**src/tmc_pkg.sv**
```systemverilog
/*
 * Shared constants and types of the two-port memory controller.
 * Assumes a 20 MHz controller clock; all counts are derived here.
 */
`default_nettype none
package tmc_pkg;
    // =========================================================
    // Widths
    localparam int TMC_AW      = 18;
    localparam int TMC_DW      = 16;
    localparam int TMC_WW      = 18;
    localparam int TMC_PLO_BIT = 16;
    localparam int TMC_PHI_BIT = 17;
    localparam int TMC_ROW_W   = 5;
    localparam int TMC_SECT_W_STATIC = 10;
    localparam int TMC_SECT_W_DYN    = 12;

    // =========================================================
    // Timing
    localparam int TMC_CLK_NS        = 50;
    localparam int TMC_REF_PERIOD_NS = 1000000;
    localparam int TMC_REF_ROWS      = 32;
    // Longest spacing, rounded down
    localparam int TMC_REF_INT_CYC   = TMC_REF_PERIOD_NS / TMC_REF_ROWS / TMC_CLK_NS;
    localparam int TMC_PRECH_NS      = 100;
    localparam int TMC_PRECH_CYC     = (TMC_PRECH_NS + TMC_CLK_NS - 1) / TMC_CLK_NS;
    localparam int TMC_ACC_NS        = 150;
    localparam int TMC_ACC_CYC       = (TMC_ACC_NS + TMC_CLK_NS - 1) / TMC_CLK_NS;

    // =========================================================
    // Parity control register
    localparam int         TMC_PREG_W      = 3;
    localparam logic [2:0] TMC_PREG_RST    = 3'h0;
    localparam int         TMC_PREG_ERR_EN = 0;
    localparam int         TMC_PREG_ODD    = 1;
    localparam int         TMC_PREG_SEEN   = 2;
    localparam logic [17:0] TMC_PREG_AREA  = 18'h3FF00;

    // =========================================================
    // Cycle types and sequencer states
    typedef enum logic [1:0] {
        TMC_DATI  = 2'h0,
        TMC_DATIP = 2'h1,
        TMC_DATO  = 2'h2,
        TMC_DATOB = 2'h3
    } tmc_cmd_e;

    typedef enum logic [4:0] {
        ST_IDLE   = 5'h01,
        ST_PRECH  = 5'h02,
        ST_ACCESS = 5'h04,
        ST_DONE   = 5'h08,
        ST_PAUSE  = 5'h10
    } tmc_state_e;
endpackage
`default_nettype wire

```
**src/tmc_sync3.sv**
```systemverilog
/*
 * Three-stage input synchroniser with agreement filter.
 * Assumes inputs are asynchronous to i_clk and held stable while used.
 */
`timescale 1ns/1ns
`default_nettype none
module tmc_sync3 #(
    parameter int W = 1
) (
    input  wire logic         i_clk,
    input  wire logic         i_nrst,
    input  wire logic [W-1:0] i_d,
    output logic      [W-1:0] o_q
);
    logic [W-1:0] s1_reg;
    logic [W-1:0] s2_reg;
    logic [W-1:0] s3_reg;
    logic [W-1:0] q_reg;
    wire  logic [W-1:0] agree = ~(s2_reg ^ s3_reg);

    // =========================================================
    // Stages; a bit moves only once stages two and three agree
    always_ff @(posedge i_clk or negedge i_nrst) begin
        if (!i_nrst) begin
            s1_reg <= '0;
            s2_reg <= '0;
            s3_reg <= '0;
            q_reg  <= '0;
        end else begin
            s1_reg <= i_d;
            s2_reg <= s1_reg;
            s3_reg <= s2_reg;
            q_reg  <= (s2_reg & agree) | (q_reg & ~agree);
        end
    end

    assign o_q = q_reg;
endmodule
`default_nettype wire

```
**src/tmc_ctrl.sv**
```systemverilog
/*
 * Two-port memory controller: fast port, shared system bus, four matrices.
 * Assumes fast port logic on i_clk; system bus pins asynchronous.
 */
`timescale 1ns/1ns
`default_nettype none
// What this block does
// RULE_01: Arbitrate refresh, fast port and system bus; winner loads address register.
// RULE_02: Port address copied bit for bit, then strobed into selected matrix.
// RULE_03: Write data register is 18 bits: 16 data plus two byte parity bits.
// RULE_04: Fast port data loads directly; system bus data via its interface.
// RULE_05: Read data register captures word, drives both ports together at end.
// RULE_06: Fast port has separate in/out data; system bus data is bidirectional.
// RULE_07: Address fields pick matrix, section, byte lanes and interleaving.
// RULE_08: Writes load address and data, then enable selected section to write.
// RULE_09: Reads only strobe data out; no restore write-back.
// RULE_10: Dynamic arrays get 32 sequential refresh rows every millisecond.
// RULE_11: Each access precharges, except the write after a read-pause.
// RULE_12: Static arrays: no refresh and no precharge.
// RULE_13: Word writes store low byte parity in bit 16, high in 17.
// RULE_14: Byte writes generate parity only for the written byte.
// RULE_15: Fast port reads check parity; errors are signalled to fast port.
// RULE_16: System bus writes can use odd parity; odd data fails read check.
// RULE_17: Three flip-flop parity control register governs parity behaviour.
// RULE_18: Parity register sits at an address derived from base; read/write.
// RULE_19: Parity register reached only by system bus cycles addressed to it.
// RULE_20: When enabled, parity error goes straight to the processor.
// RULE_21: Up to four matrices, all of one technology.
// RULE_22: Read-with-pause is followed by a write to same place unless error.
// RULE_23: Byte writes present the byte on lanes matching the address.
// RULE_24: Processor acknowledges parity error with its own acknowledge.
// RULE_25: One synchronous clock drives everything; reset clears all registers.
module tmc_ctrl
    import tmc_pkg::*;
#(
    parameter bit          DYNAMIC    = 1'b1,
    parameter bit          INTERLEAVE = 1'b0,
    parameter logic [17:0] BASE_ADDR  = 18'h00000
) (
    input  wire logic        i_clk,
    input  wire logic        i_nrst,
    input  wire logic        i_fp_req,
    input  wire logic [1:0]  i_fp_cmd,
    input  wire logic [17:0] i_fp_addr,
    input  wire logic [15:0] i_fp_wdata,
    output logic      [15:0] o_fp_rdata,
    output logic             o_fp_done,
    output logic             o_fp_perr,
    input  wire logic        i_fp_perr_ack,
    input  wire logic        i_sb_req,
    input  wire logic [1:0]  i_sb_cmd,
    input  wire logic [17:0] i_sb_addr,
    input  wire logic [15:0] i_sb_data,
    output logic      [15:0] o_sb_data,
    output logic             o_sb_data_oe,
    output logic             o_sb_done,
    output logic      [17:0] o_mad,
    output logic      [3:0]  o_msel,
    output logic      [1:0]  o_mbyte,
    output logic      [17:0] o_mwdata,
    output logic             o_mstrobe,
    output logic             o_mwe,
    output logic             o_mrefresh,
    input  wire logic [17:0] i_mrdata
);
    // =========================================================
    // Geometry; one technology per controller, fixed by DYNAMIC
    localparam int SW = DYNAMIC ? TMC_SECT_W_DYN : TMC_SECT_W_STATIC; // RULE_21
    localparam int HB = SW + 3;
    localparam logic [17:0] PREG_ADDR = TMC_PREG_AREA | 18'(BASE_ADDR >> HB); // RULE_18
    localparam logic [2:0] PRE_LAST = 3'(TMC_PRECH_CYC - 1);
    localparam logic [2:0] ACC_LAST = 3'(TMC_ACC_CYC - 1);
    localparam logic [9:0] REF_LAST = 10'(TMC_REF_INT_CYC - 1);

    function automatic logic [3:0] sel_mod(input logic [17:0] a);
        logic [1:0] m;
        m = INTERLEAVE ? a[2:1] : a[SW+2:SW+1];
        sel_mod = 4'h1 << m;
    endfunction

    function automatic logic [1:0] byte_en(input logic [1:0] c, input logic a0);
        byte_en = (c == TMC_DATOB) ? (a0 ? 2'h2 : 2'h1) : 2'h3;
    endfunction

    function automatic logic par(input logic [7:0] b, input logic odd);
        par = (^b) ^ odd;
    endfunction

    // =========================================================
    // Registers
    tmc_state_e  st_reg;
    tmc_state_e  st_next;
    logic [2:0]  cnt_reg;
    logic [17:0] mad_reg;
    logic [3:0]  msel_reg;
    logic [1:0]  mbyte_reg;
    logic [17:0] wdata_reg;
    logic [15:0] rdata_reg;
    logic [1:0]  cmd_reg;
    logic        own_fp_reg;
    logic        own_ref_reg;
    logic        pw_reg;
    logic        odd_reg;
    logic        strobe_reg;
    logic        we_reg;
    logic        refr_reg;
    logic        fp_done_reg;
    logic        fp_perr_reg;
    logic        sb_done_reg;
    logic        sb_oe_reg;
    logic        sb_taken_reg;
    logic [2:0]  preg_reg;
    logic [9:0]  ref_cnt_reg;
    logic        ref_pend_reg;
    logic [4:0]  row_reg;

    // =========================================================
    // System bus pins through the interface synchroniser
    logic [36:0] sb_sync;
    tmc_sync3 #(
        .W (37)
    ) u_sb_sync (
        .i_clk  (i_clk),
        .i_nrst (i_nrst),
        .i_d    ({i_sb_req, i_sb_cmd, i_sb_addr, i_sb_data}),
        .o_q    (sb_sync)
    );
    wire logic        sb_req   = sb_sync[36];
    wire logic [1:0]  sb_cmd   = sb_sync[35:34];
    wire logic [17:0] sb_addr  = sb_sync[33:16];
    wire logic [15:0] sb_wdata = sb_sync[15:0];

    // =========================================================
    // Arbitration: refresh, then fast port, then system bus
    wire logic in_idle  = st_reg == ST_IDLE;
    wire logic in_pause = st_reg == ST_PAUSE;
    wire logic ref_win  = DYNAMIC && ref_pend_reg; // RULE_12
    wire logic sb_new   = sb_req && !sb_taken_reg;
    wire logic sb_preg  = sb_new && (sb_addr == PREG_ADDR); // RULE_19
    wire logic sb_hit   = sb_new && !sb_preg && (sb_addr[17:HB] == BASE_ADDR[17:HB]);
    wire logic sb_miss  = sb_new && !sb_preg && !sb_hit;
    wire logic start_ref = in_idle && ref_win; // RULE_10
    wire logic start_fp  = i_fp_req && ((in_idle && !ref_win) || (in_pause && own_fp_reg)); // RULE_01
    wire logic start_sb  = sb_hit && ((in_idle && !ref_win && !i_fp_req)
                                      || (in_pause && !own_fp_reg));
    wire logic preg_go   = sb_preg && in_idle && !ref_win && !i_fp_req;
    wire logic start_any = start_ref || start_fp || start_sb;
    // Error during a paused read frees the memory; the write need not come
    wire logic pause_quit = in_pause && own_fp_reg && fp_perr_reg && !i_fp_req; // RULE_22

    // =========================================================
    // Values loaded at the start of a cycle
    wire logic [1:0]  st_cmd  = start_fp ? i_fp_cmd : sb_cmd;
    wire logic [17:0] st_addr = start_fp ? i_fp_addr : sb_addr; // RULE_02
    wire logic        st_wr   = !start_ref && st_cmd[1];
    wire logic        st_pw   = in_pause && st_wr; // RULE_11
    // Fast data straight in; system data from its interface stage
    wire logic [15:0] st_data = start_fp ? i_fp_wdata : sb_wdata; // RULE_04
    wire logic        st_odd  = !start_fp && preg_reg[TMC_PREG_ODD]; // RULE_16
    wire logic [1:0]  st_be   = byte_en(st_cmd, st_addr[0]); // RULE_07 RULE_23
    wire logic [17:0] st_wdata = {st_be[1] & par(st_data[15:8], st_odd), // RULE_14
                                  st_be[0] & par(st_data[7:0], st_odd), // RULE_13
                                  st_data}; // RULE_03

    // =========================================================
    // Sequencer
    wire logic cnt_done = (st_reg == ST_PRECH && cnt_reg == PRE_LAST)
                       || (st_reg == ST_ACCESS && cnt_reg == ACC_LAST);
    wire logic end_acc  = st_reg == ST_ACCESS && cnt_reg == ACC_LAST;
    wire logic cap      = end_acc && !cmd_reg[1] && !own_ref_reg;
    wire logic chk_err  = (^i_mrdata[7:0] ^ i_mrdata[TMC_PLO_BIT])
                       | (^i_mrdata[15:8] ^ i_mrdata[TMC_PHI_BIT]);
    wire logic perr_hit = cap && own_fp_reg && chk_err; // RULE_15
    wire logic ref_nxt  = start_any ? start_ref : own_ref_reg;
    wire logic wr_nxt   = start_any ? st_wr : cmd_reg[1] && !own_ref_reg;

    always_comb begin
        st_next = st_reg;
        unique case (st_reg)
            ST_IDLE, ST_PAUSE: begin
                if (start_any) begin
                    st_next = (DYNAMIC && !st_pw) ? ST_PRECH : ST_ACCESS; // RULE_11 RULE_12
                end else if (pause_quit) begin
                    st_next = ST_IDLE;
                end
            end
            ST_PRECH: begin
                if (cnt_done) begin
                    st_next = ST_ACCESS;
                end
            end
            ST_ACCESS: begin
                if (cnt_done) begin
                    st_next = ST_DONE;
                end
            end
            ST_DONE: begin
                st_next = (cmd_reg == TMC_DATIP && !own_ref_reg) ? ST_PAUSE : ST_IDLE;
            end
        endcase
    end

    always_ff @(posedge i_clk or negedge i_nrst) begin // RULE_25
        if (!i_nrst) begin
            st_reg  <= ST_IDLE;
            cnt_reg <= 3'h0;
        end else begin
            st_reg  <= st_next;
            cnt_reg <= (st_next != st_reg) ? 3'h0 : cnt_reg + 3'h1;
        end
    end

    // =========================================================
    // Address, data and strobe registers toward the matrices
    always_ff @(posedge i_clk or negedge i_nrst) begin
        if (!i_nrst) begin
            mad_reg     <= 18'h00000;
            msel_reg    <= 4'h0;
            mbyte_reg   <= 2'h0;
            wdata_reg   <= 18'h00000;
            cmd_reg     <= 2'h0;
            own_fp_reg  <= 1'b0;
            own_ref_reg <= 1'b0;
            pw_reg      <= 1'b0;
            odd_reg     <= 1'b0;
        end else if (start_ref) begin
            mad_reg     <= {13'h0000, row_reg}; // RULE_10
            msel_reg    <= 4'hF;
            mbyte_reg   <= 2'h0;
            cmd_reg     <= TMC_DATI;
            own_fp_reg  <= 1'b0;
            own_ref_reg <= 1'b1;
            pw_reg      <= 1'b0;
        end else if (start_any) begin
            mad_reg     <= st_addr; // RULE_01 RULE_02
            msel_reg    <= sel_mod(st_addr); // RULE_07
            mbyte_reg   <= st_be;
            wdata_reg   <= st_wdata; // RULE_08
            cmd_reg     <= st_cmd;
            own_fp_reg  <= start_fp;
            own_ref_reg <= 1'b0;
            pw_reg      <= st_pw;
            odd_reg     <= st_odd;
        end
    end

    // Strobes are decoded from the next state so they leave flip-flops
    always_ff @(posedge i_clk or negedge i_nrst) begin
        if (!i_nrst) begin
            strobe_reg <= 1'b0;
            we_reg     <= 1'b0;
            refr_reg   <= 1'b0;
        end else begin
            strobe_reg <= st_next == ST_ACCESS; // RULE_02
            we_reg     <= st_next == ST_ACCESS && wr_nxt; // RULE_08 RULE_09
            refr_reg   <= (st_next == ST_ACCESS || st_next == ST_PRECH) && ref_nxt;
        end
    end

    // =========================================================
    // Read data and port answers
    wire logic sb_rd_end = end_acc && !own_fp_reg && !own_ref_reg && !cmd_reg[1];
    wire logic sb_end    = (end_acc && !own_fp_reg && !own_ref_reg) || preg_go;
    wire logic preg_wr   = preg_go && sb_cmd[1];

    always_ff @(posedge i_clk or negedge i_nrst) begin
        if (!i_nrst) begin
            rdata_reg <= 16'h0000;
        end else if (cap) begin
            rdata_reg <= i_mrdata[15:0]; // RULE_05 RULE_09
        end else if (preg_go && !sb_cmd[1]) begin
            rdata_reg <= {13'h0000, preg_reg}; // RULE_18
        end
    end

    always_ff @(posedge i_clk or negedge i_nrst) begin
        if (!i_nrst) begin
            fp_done_reg  <= 1'b0;
            sb_done_reg  <= 1'b0;
            sb_oe_reg    <= 1'b0;
            sb_taken_reg <= 1'b0;
        end else begin
            fp_done_reg  <= end_acc && own_fp_reg; // RULE_05
            sb_done_reg  <= sb_end || (sb_done_reg && sb_req);
            // Drive the shared lines only for a read answer
            sb_oe_reg    <= sb_rd_end || (preg_go && !sb_cmd[1])
                            || (sb_oe_reg && sb_req); // RULE_06
            sb_taken_reg <= start_sb || preg_go || sb_miss || (sb_taken_reg && sb_req);
        end
    end

    // =========================================================
    // Parity control register and error flag; set beats clear
    always_ff @(posedge i_clk or negedge i_nrst) begin
        if (!i_nrst) begin
            preg_reg    <= TMC_PREG_RST; // RULE_17
            fp_perr_reg <= 1'b0;
        end else begin
            preg_reg[TMC_PREG_ERR_EN] <= preg_wr ? sb_wdata[TMC_PREG_ERR_EN]
                                                 : preg_reg[TMC_PREG_ERR_EN];
            preg_reg[TMC_PREG_ODD]    <= preg_wr ? sb_wdata[TMC_PREG_ODD]
                                                 : preg_reg[TMC_PREG_ODD];
            preg_reg[TMC_PREG_SEEN]   <= perr_hit || (preg_wr ? sb_wdata[TMC_PREG_SEEN]
                                                              : preg_reg[TMC_PREG_SEEN]);
            fp_perr_reg <= (perr_hit && preg_reg[TMC_PREG_ERR_EN])
                           || (fp_perr_reg && !i_fp_perr_ack); // RULE_20 RULE_24
        end
    end

    // =========================================================
    // Refresh timer: one row per interval, 32 rows per period
    always_ff @(posedge i_clk or negedge i_nrst) begin
        if (!i_nrst) begin
            ref_cnt_reg  <= 10'h000;
            ref_pend_reg <= 1'b0;
            row_reg      <= 5'h00;
        end else if (DYNAMIC) begin
            ref_cnt_reg  <= (ref_cnt_reg == REF_LAST) ? 10'h000 : ref_cnt_reg + 10'h001;
            ref_pend_reg <= (ref_cnt_reg == REF_LAST) || (ref_pend_reg && !start_ref);
            row_reg      <= start_ref ? row_reg + 5'h01 : row_reg; // RULE_10
        end
    end

    assign o_mad        = mad_reg;
    assign o_msel       = msel_reg;
    assign o_mbyte      = mbyte_reg;
    assign o_mwdata     = wdata_reg;
    assign o_mstrobe    = strobe_reg;
    assign o_mwe        = we_reg;
    assign o_mrefresh   = refr_reg;
    assign o_fp_rdata   = rdata_reg;
    assign o_sb_data    = rdata_reg;
    assign o_fp_done    = fp_done_reg;
    assign o_fp_perr    = fp_perr_reg;
    assign o_sb_done    = sb_done_reg;
    assign o_sb_data_oe = sb_oe_reg;
endmodule
`default_nettype wire

```
**config.mk**
```make
export PLATFORM = sky130hd
export DESIGN_NAME = tmc_ctrl
export DESIGN_NICKNAME = d
export VERILOG_FILES = /design/src/tmc_pkg.sv /design/src/tmc_sync3.sv /design/src/tmc_ctrl.sv
export SDC_FILE = /design/constraint.sdc
export NUM_CORES = 1
export LEC_CHECK = 0
export BUFFER_PORTS_ARGS = -buffer_cell sky130_fd_sc_hd__buf_2
export CAP_MARGIN = 10
export CORE_MARGIN = 1.5
export CORE_UTILIZATION = 59
export DETAILED_ROUTE_END_ITERATION = 12
export HOLD_SLACK_MARGIN = 0.15
export PLACE_DENSITY = 0.86
export SETUP_SLACK_MARGIN = 0.15
export SKIP_CTS_REPAIR_TIMING = 1
export SYNTH_ARGS = -nofsm -noshare
export SYNTH_HDL_FRONTEND = slang
export SYNTH_SLANG_ARGS = --single-unit
```
**constraint.sdc**
```tcl
create_clock -name i_clk -period 3.75 [get_ports i_clk]
set_input_delay 0.75 -clock i_clk [delete_from_list [all_inputs] [get_ports i_clk]]
set_output_delay 0.75 -clock i_clk [all_outputs]
set_load 0.03 [all_outputs]
```
==> impl_metrics.csv <==
group,metric,value,unit
run_status,status,"finished clean",
yosys,avgSynthCellArea,12.4,sq um
critical_path,startpoint,"st_reg[0]",
layout,areaGrowthSynthToFinish,18.8,%
pwr,vdd_ir_drop_max,354,uV
cts,clkSlewWorstSetupHoldPaths,0.06,ns
cts,clk_latency,0.50,ns
placed_design,post_dp_cell_area,10200,sq um
global_route,antenna_found_initial,1,
critical_path,worstSetupPathType,"flip-flop to flip-flop",
placed_design,hpwl,13.0,mm
layout,nets,1012,
global_route,grt_pass1_wl,30.6,mm
placed_design,io_buffer_count,175,
route,routedWlPerCell,17.1,um
layout,drive_gt1_share,25.6,%
timing,skew,0.0134,ns
yosys,synth_compound_area_share,7.66,%
timing,drv_slew,0,
pwr,powerDensity,492,nW/um^2
floorplan,die_h,128,um
yosys,yosysTopAreaCell,"dfrtp_1",
route,vias,6189,
yosys,synth_top_family_by_area,"simple AND/OR/NAND/NOR gates",
floorplan,initial_core_util,60.4,%
yosys,ys_async_sr_fraction,100,%
timing,finalHoldViolCount,0,
route,first_iter_violations,410,
floorplan,coreArea,15200,sq um
floorplan,io_pins,176,
yosys,ys_ff_latch,245,
pwr,leakagePower,5.14,nW
yosys,netlist_area,9180,sq um
cts,cts.sinks,245,
global_route,grt_pass1_vias,6118,
yosys,synth_nets,843,
yosys,netlist.area_leader.share,66.5,%
route,drc,0,
job,maxCapViolations,0,
yosys,synthAdderAreaFrac,4.85,%
cts,numCtsBuffers,24,
floorplan,die_w,128,um
yosys,ys.warnings.count,0,
yosys,synth_xor_area_share,5.72,%
timing,rsz0062_at_grt,"no",
critical_path,worst-path-max-fanout,46,
timing,fin_setup_tns,0,ns
critical_path,crit_path_frequent_cell,"nor2_1",
yosys,synth_cell_types,60,
route,drt-total-wl,19.1,mm
global_route,grt_overflow,0,
yosys,synth_cells,742,
yosys,synth_area_leaders,"dfrtp_1 (67%), xnor2_1 (4.6%), nand2_1 (4.2%)",
critical_path,r2r_start,"st_reg[0]",
route,drtAntennaViolNets,0,
placed_design,place_congestion,0.820,
floorplan,die_area,16300,sq um
route,routed_via_density,5.55,
cts,tritoncts,"built",
global_route,grt_max_degree,101,
critical_path,cpPeakStageDelay,0.61,ns
critical_path,crit_slowest_cell,"dfstp_2",
layout,design_area,10900,sq um
timing,fin_crit,2.63,ns
timing,tightest_slew,0.879,ns
global_route,grt_use_total,23.7,%
yosys,synth-edff-count,0,
cts,htreeDepth,1,
timing,finalSetupViolCount,0,
route,drtPass1Iterations,5,
timing,maxSlewHeadroom,41.4,%
cts,cts-root-buf,"clkbuf_16",
timing,period_share,70.1,%
yosys,synthMuxAreaShare,0.899,%
critical_path,crit_chain,"nor3b_1 > o211a_1 > buf_4 > nor2_1 > a221oi_1 > nor2_1",
cts,clockBufferDepth,3,
worst_hold_path,hold_path_class,"input pin to asynchronous set/reset pin",
yosys,yosysSeqAreaShare,66.8,%
layout,layout_commonest_cell,"dfrtp_1",
yosys,synth_ff_type,"dfrtp_1",
critical_path,worstPathRequired,4.13,ns
critical_path,arrival,3.01,ns
timing,max_clock_freq,0.381,GHz
floorplan,num_rows,45,
yosys,yosys.area_share.simple,11.2,%
layout,final_cell_mix,"dfrtp_1 (244), buf_2 (174), nand2_1 (103), nor2_1 (65), xnor2_1 (48)",
timing,hold_ws,0.241,ns
critical_path,crit_path_end_kind,"flip-flop",
critical_path,cp-start-kind,"flip-flop",
-- routing by layer --
| metal | wire length, um | global-route usage [%] |
|---|---|---|
| met5 | 0 | 0 |
| met2 | 9540 | 40.1 |
| met1 | 7740 | 31.3 |
| met4 | 501 | 7.93 |
| met3 | 1280 | 4.63 |
-- cells by family (layout without fill, tap and decap cells) --
group                    Yosys count  in the layout
other                              0              2
adder cells (fa/ha/maj)           43             43
multiplexers                       8              8
flip-flops                       245            245
AND/OR/NAND/NOR                  230            230
AO/OA/AOI/OAI                    105            105
buffers and inverters             51            235
XOR/XNOR                          60             60
-- cells in the mapped netlist (2+ instances only) --
| master | instances |
|---|---|
| nand2b_1 | 2 |
| o22ai_1 | 4 |
| nor3b_1 | 3 |
| mux2i_1 | 6 |
| nand2_1 | 103 |
| xnor2_1 | 48 |
| o31ai_1 | 2 |
| a21oi_1 | 10 |
| nor2_1 | 66 |
| a22o_1 | 4 |
| clkbuf_1 | 15 |
| o21ai_0 | 24 |
| o211ai_1 | 2 |
| nand3_1 | 14 |
| dfrtp_1 | 244 |
| maj3_1 | 37 |
| and3_1 | 5 |
| or3_1 | 3 |
| mux2_2 | 2 |
| xor2_1 | 12 |
| buf_2 | 9 |
| a21o_1 | 2 |
| nand4_1 | 6 |
| nor3_1 | 6 |
| nor4b_1 | 2 |
| a221oi_1 | 8 |
| a31oi_1 | 27 |
| nor2b_1 | 6 |
| a211oi_1 | 3 |
| inv_1 | 9 |
| and2_1 | 2 |
| buf_4 | 16 |
| o21ai_1 | 3 |
| ha_1 | 6 |
| a22oi_1 | 4 |
| buf_1 | 2 |
| or2_2 | 2 |
-- worst max-delay path: cells and delay by family (launching register included) --
| kind | cells | cell delay, ns |
|---|---|---|
| flip-flops | 1 | 0.61 |
| buffers and inverters | 1 | 0.47 |
| AO/OA/AOI/OAI | 2 | 0.61 |
| AND/OR/NAND/NOR | 3 | 0.81 |
-- power by group --
group          internal (W)  switching [W]  leakage [nW]  total [W]
registers           0.00275      0.0000780          2.98    0.00283
logic              0.000157       0.000167          1.79   0.000324
clock network       0.00129       0.000931         0.376    0.00222
total               0.00419        0.00118          5.14    0.00537
-- final timing paths --
check                                       end  slack (ns)  cells after the start
setup / recovery                      o_mad[12]        1.12                      6
setup reg to reg                      o_mad[12]        1.12                      6
min in group i_clk         u_sb_sync.s2_reg[22]        0.35                      0
hold reg to reg            u_sb_sync.s2_reg[22]        0.35                      0
hold / removal             u_sb_sync.s2_reg[26]        0.24                      1
max in group asynchronous             o_fp_perr        2.52                      2
-- per-stage QoR --
stage                     setup WS, ns  power (W)  util (%)  std cells
after global placement            1.11    0.00318      66.9       1073
after floorplan                   1.44    0.00303         -        742
after detailed placement          1.04    0.00320      66.9       1073
after CTS                         1.18    0.00542      71.7       1114
after global routing              1.02    0.00558      71.7       1114
final                             1.12    0.00537      71.8       1116
-- cell type report --
| type | count | area, sq um |
|---|---|---|
| well taps | 188 | 235 |
| diodes | 2 | 5.00 |
| fillers | 1015 | 4290 |
| multi-input cells | 446 | 2790 |
| repair buffers | 185 | 973 |
| clock inverters | 9 | 45.0 |
| flip-flops and latches | 245 | 6130 |
| clock buffers | 32 | 692 |
| inverters | 9 | 33.8 |
Power figures use the tool's default switching activity.
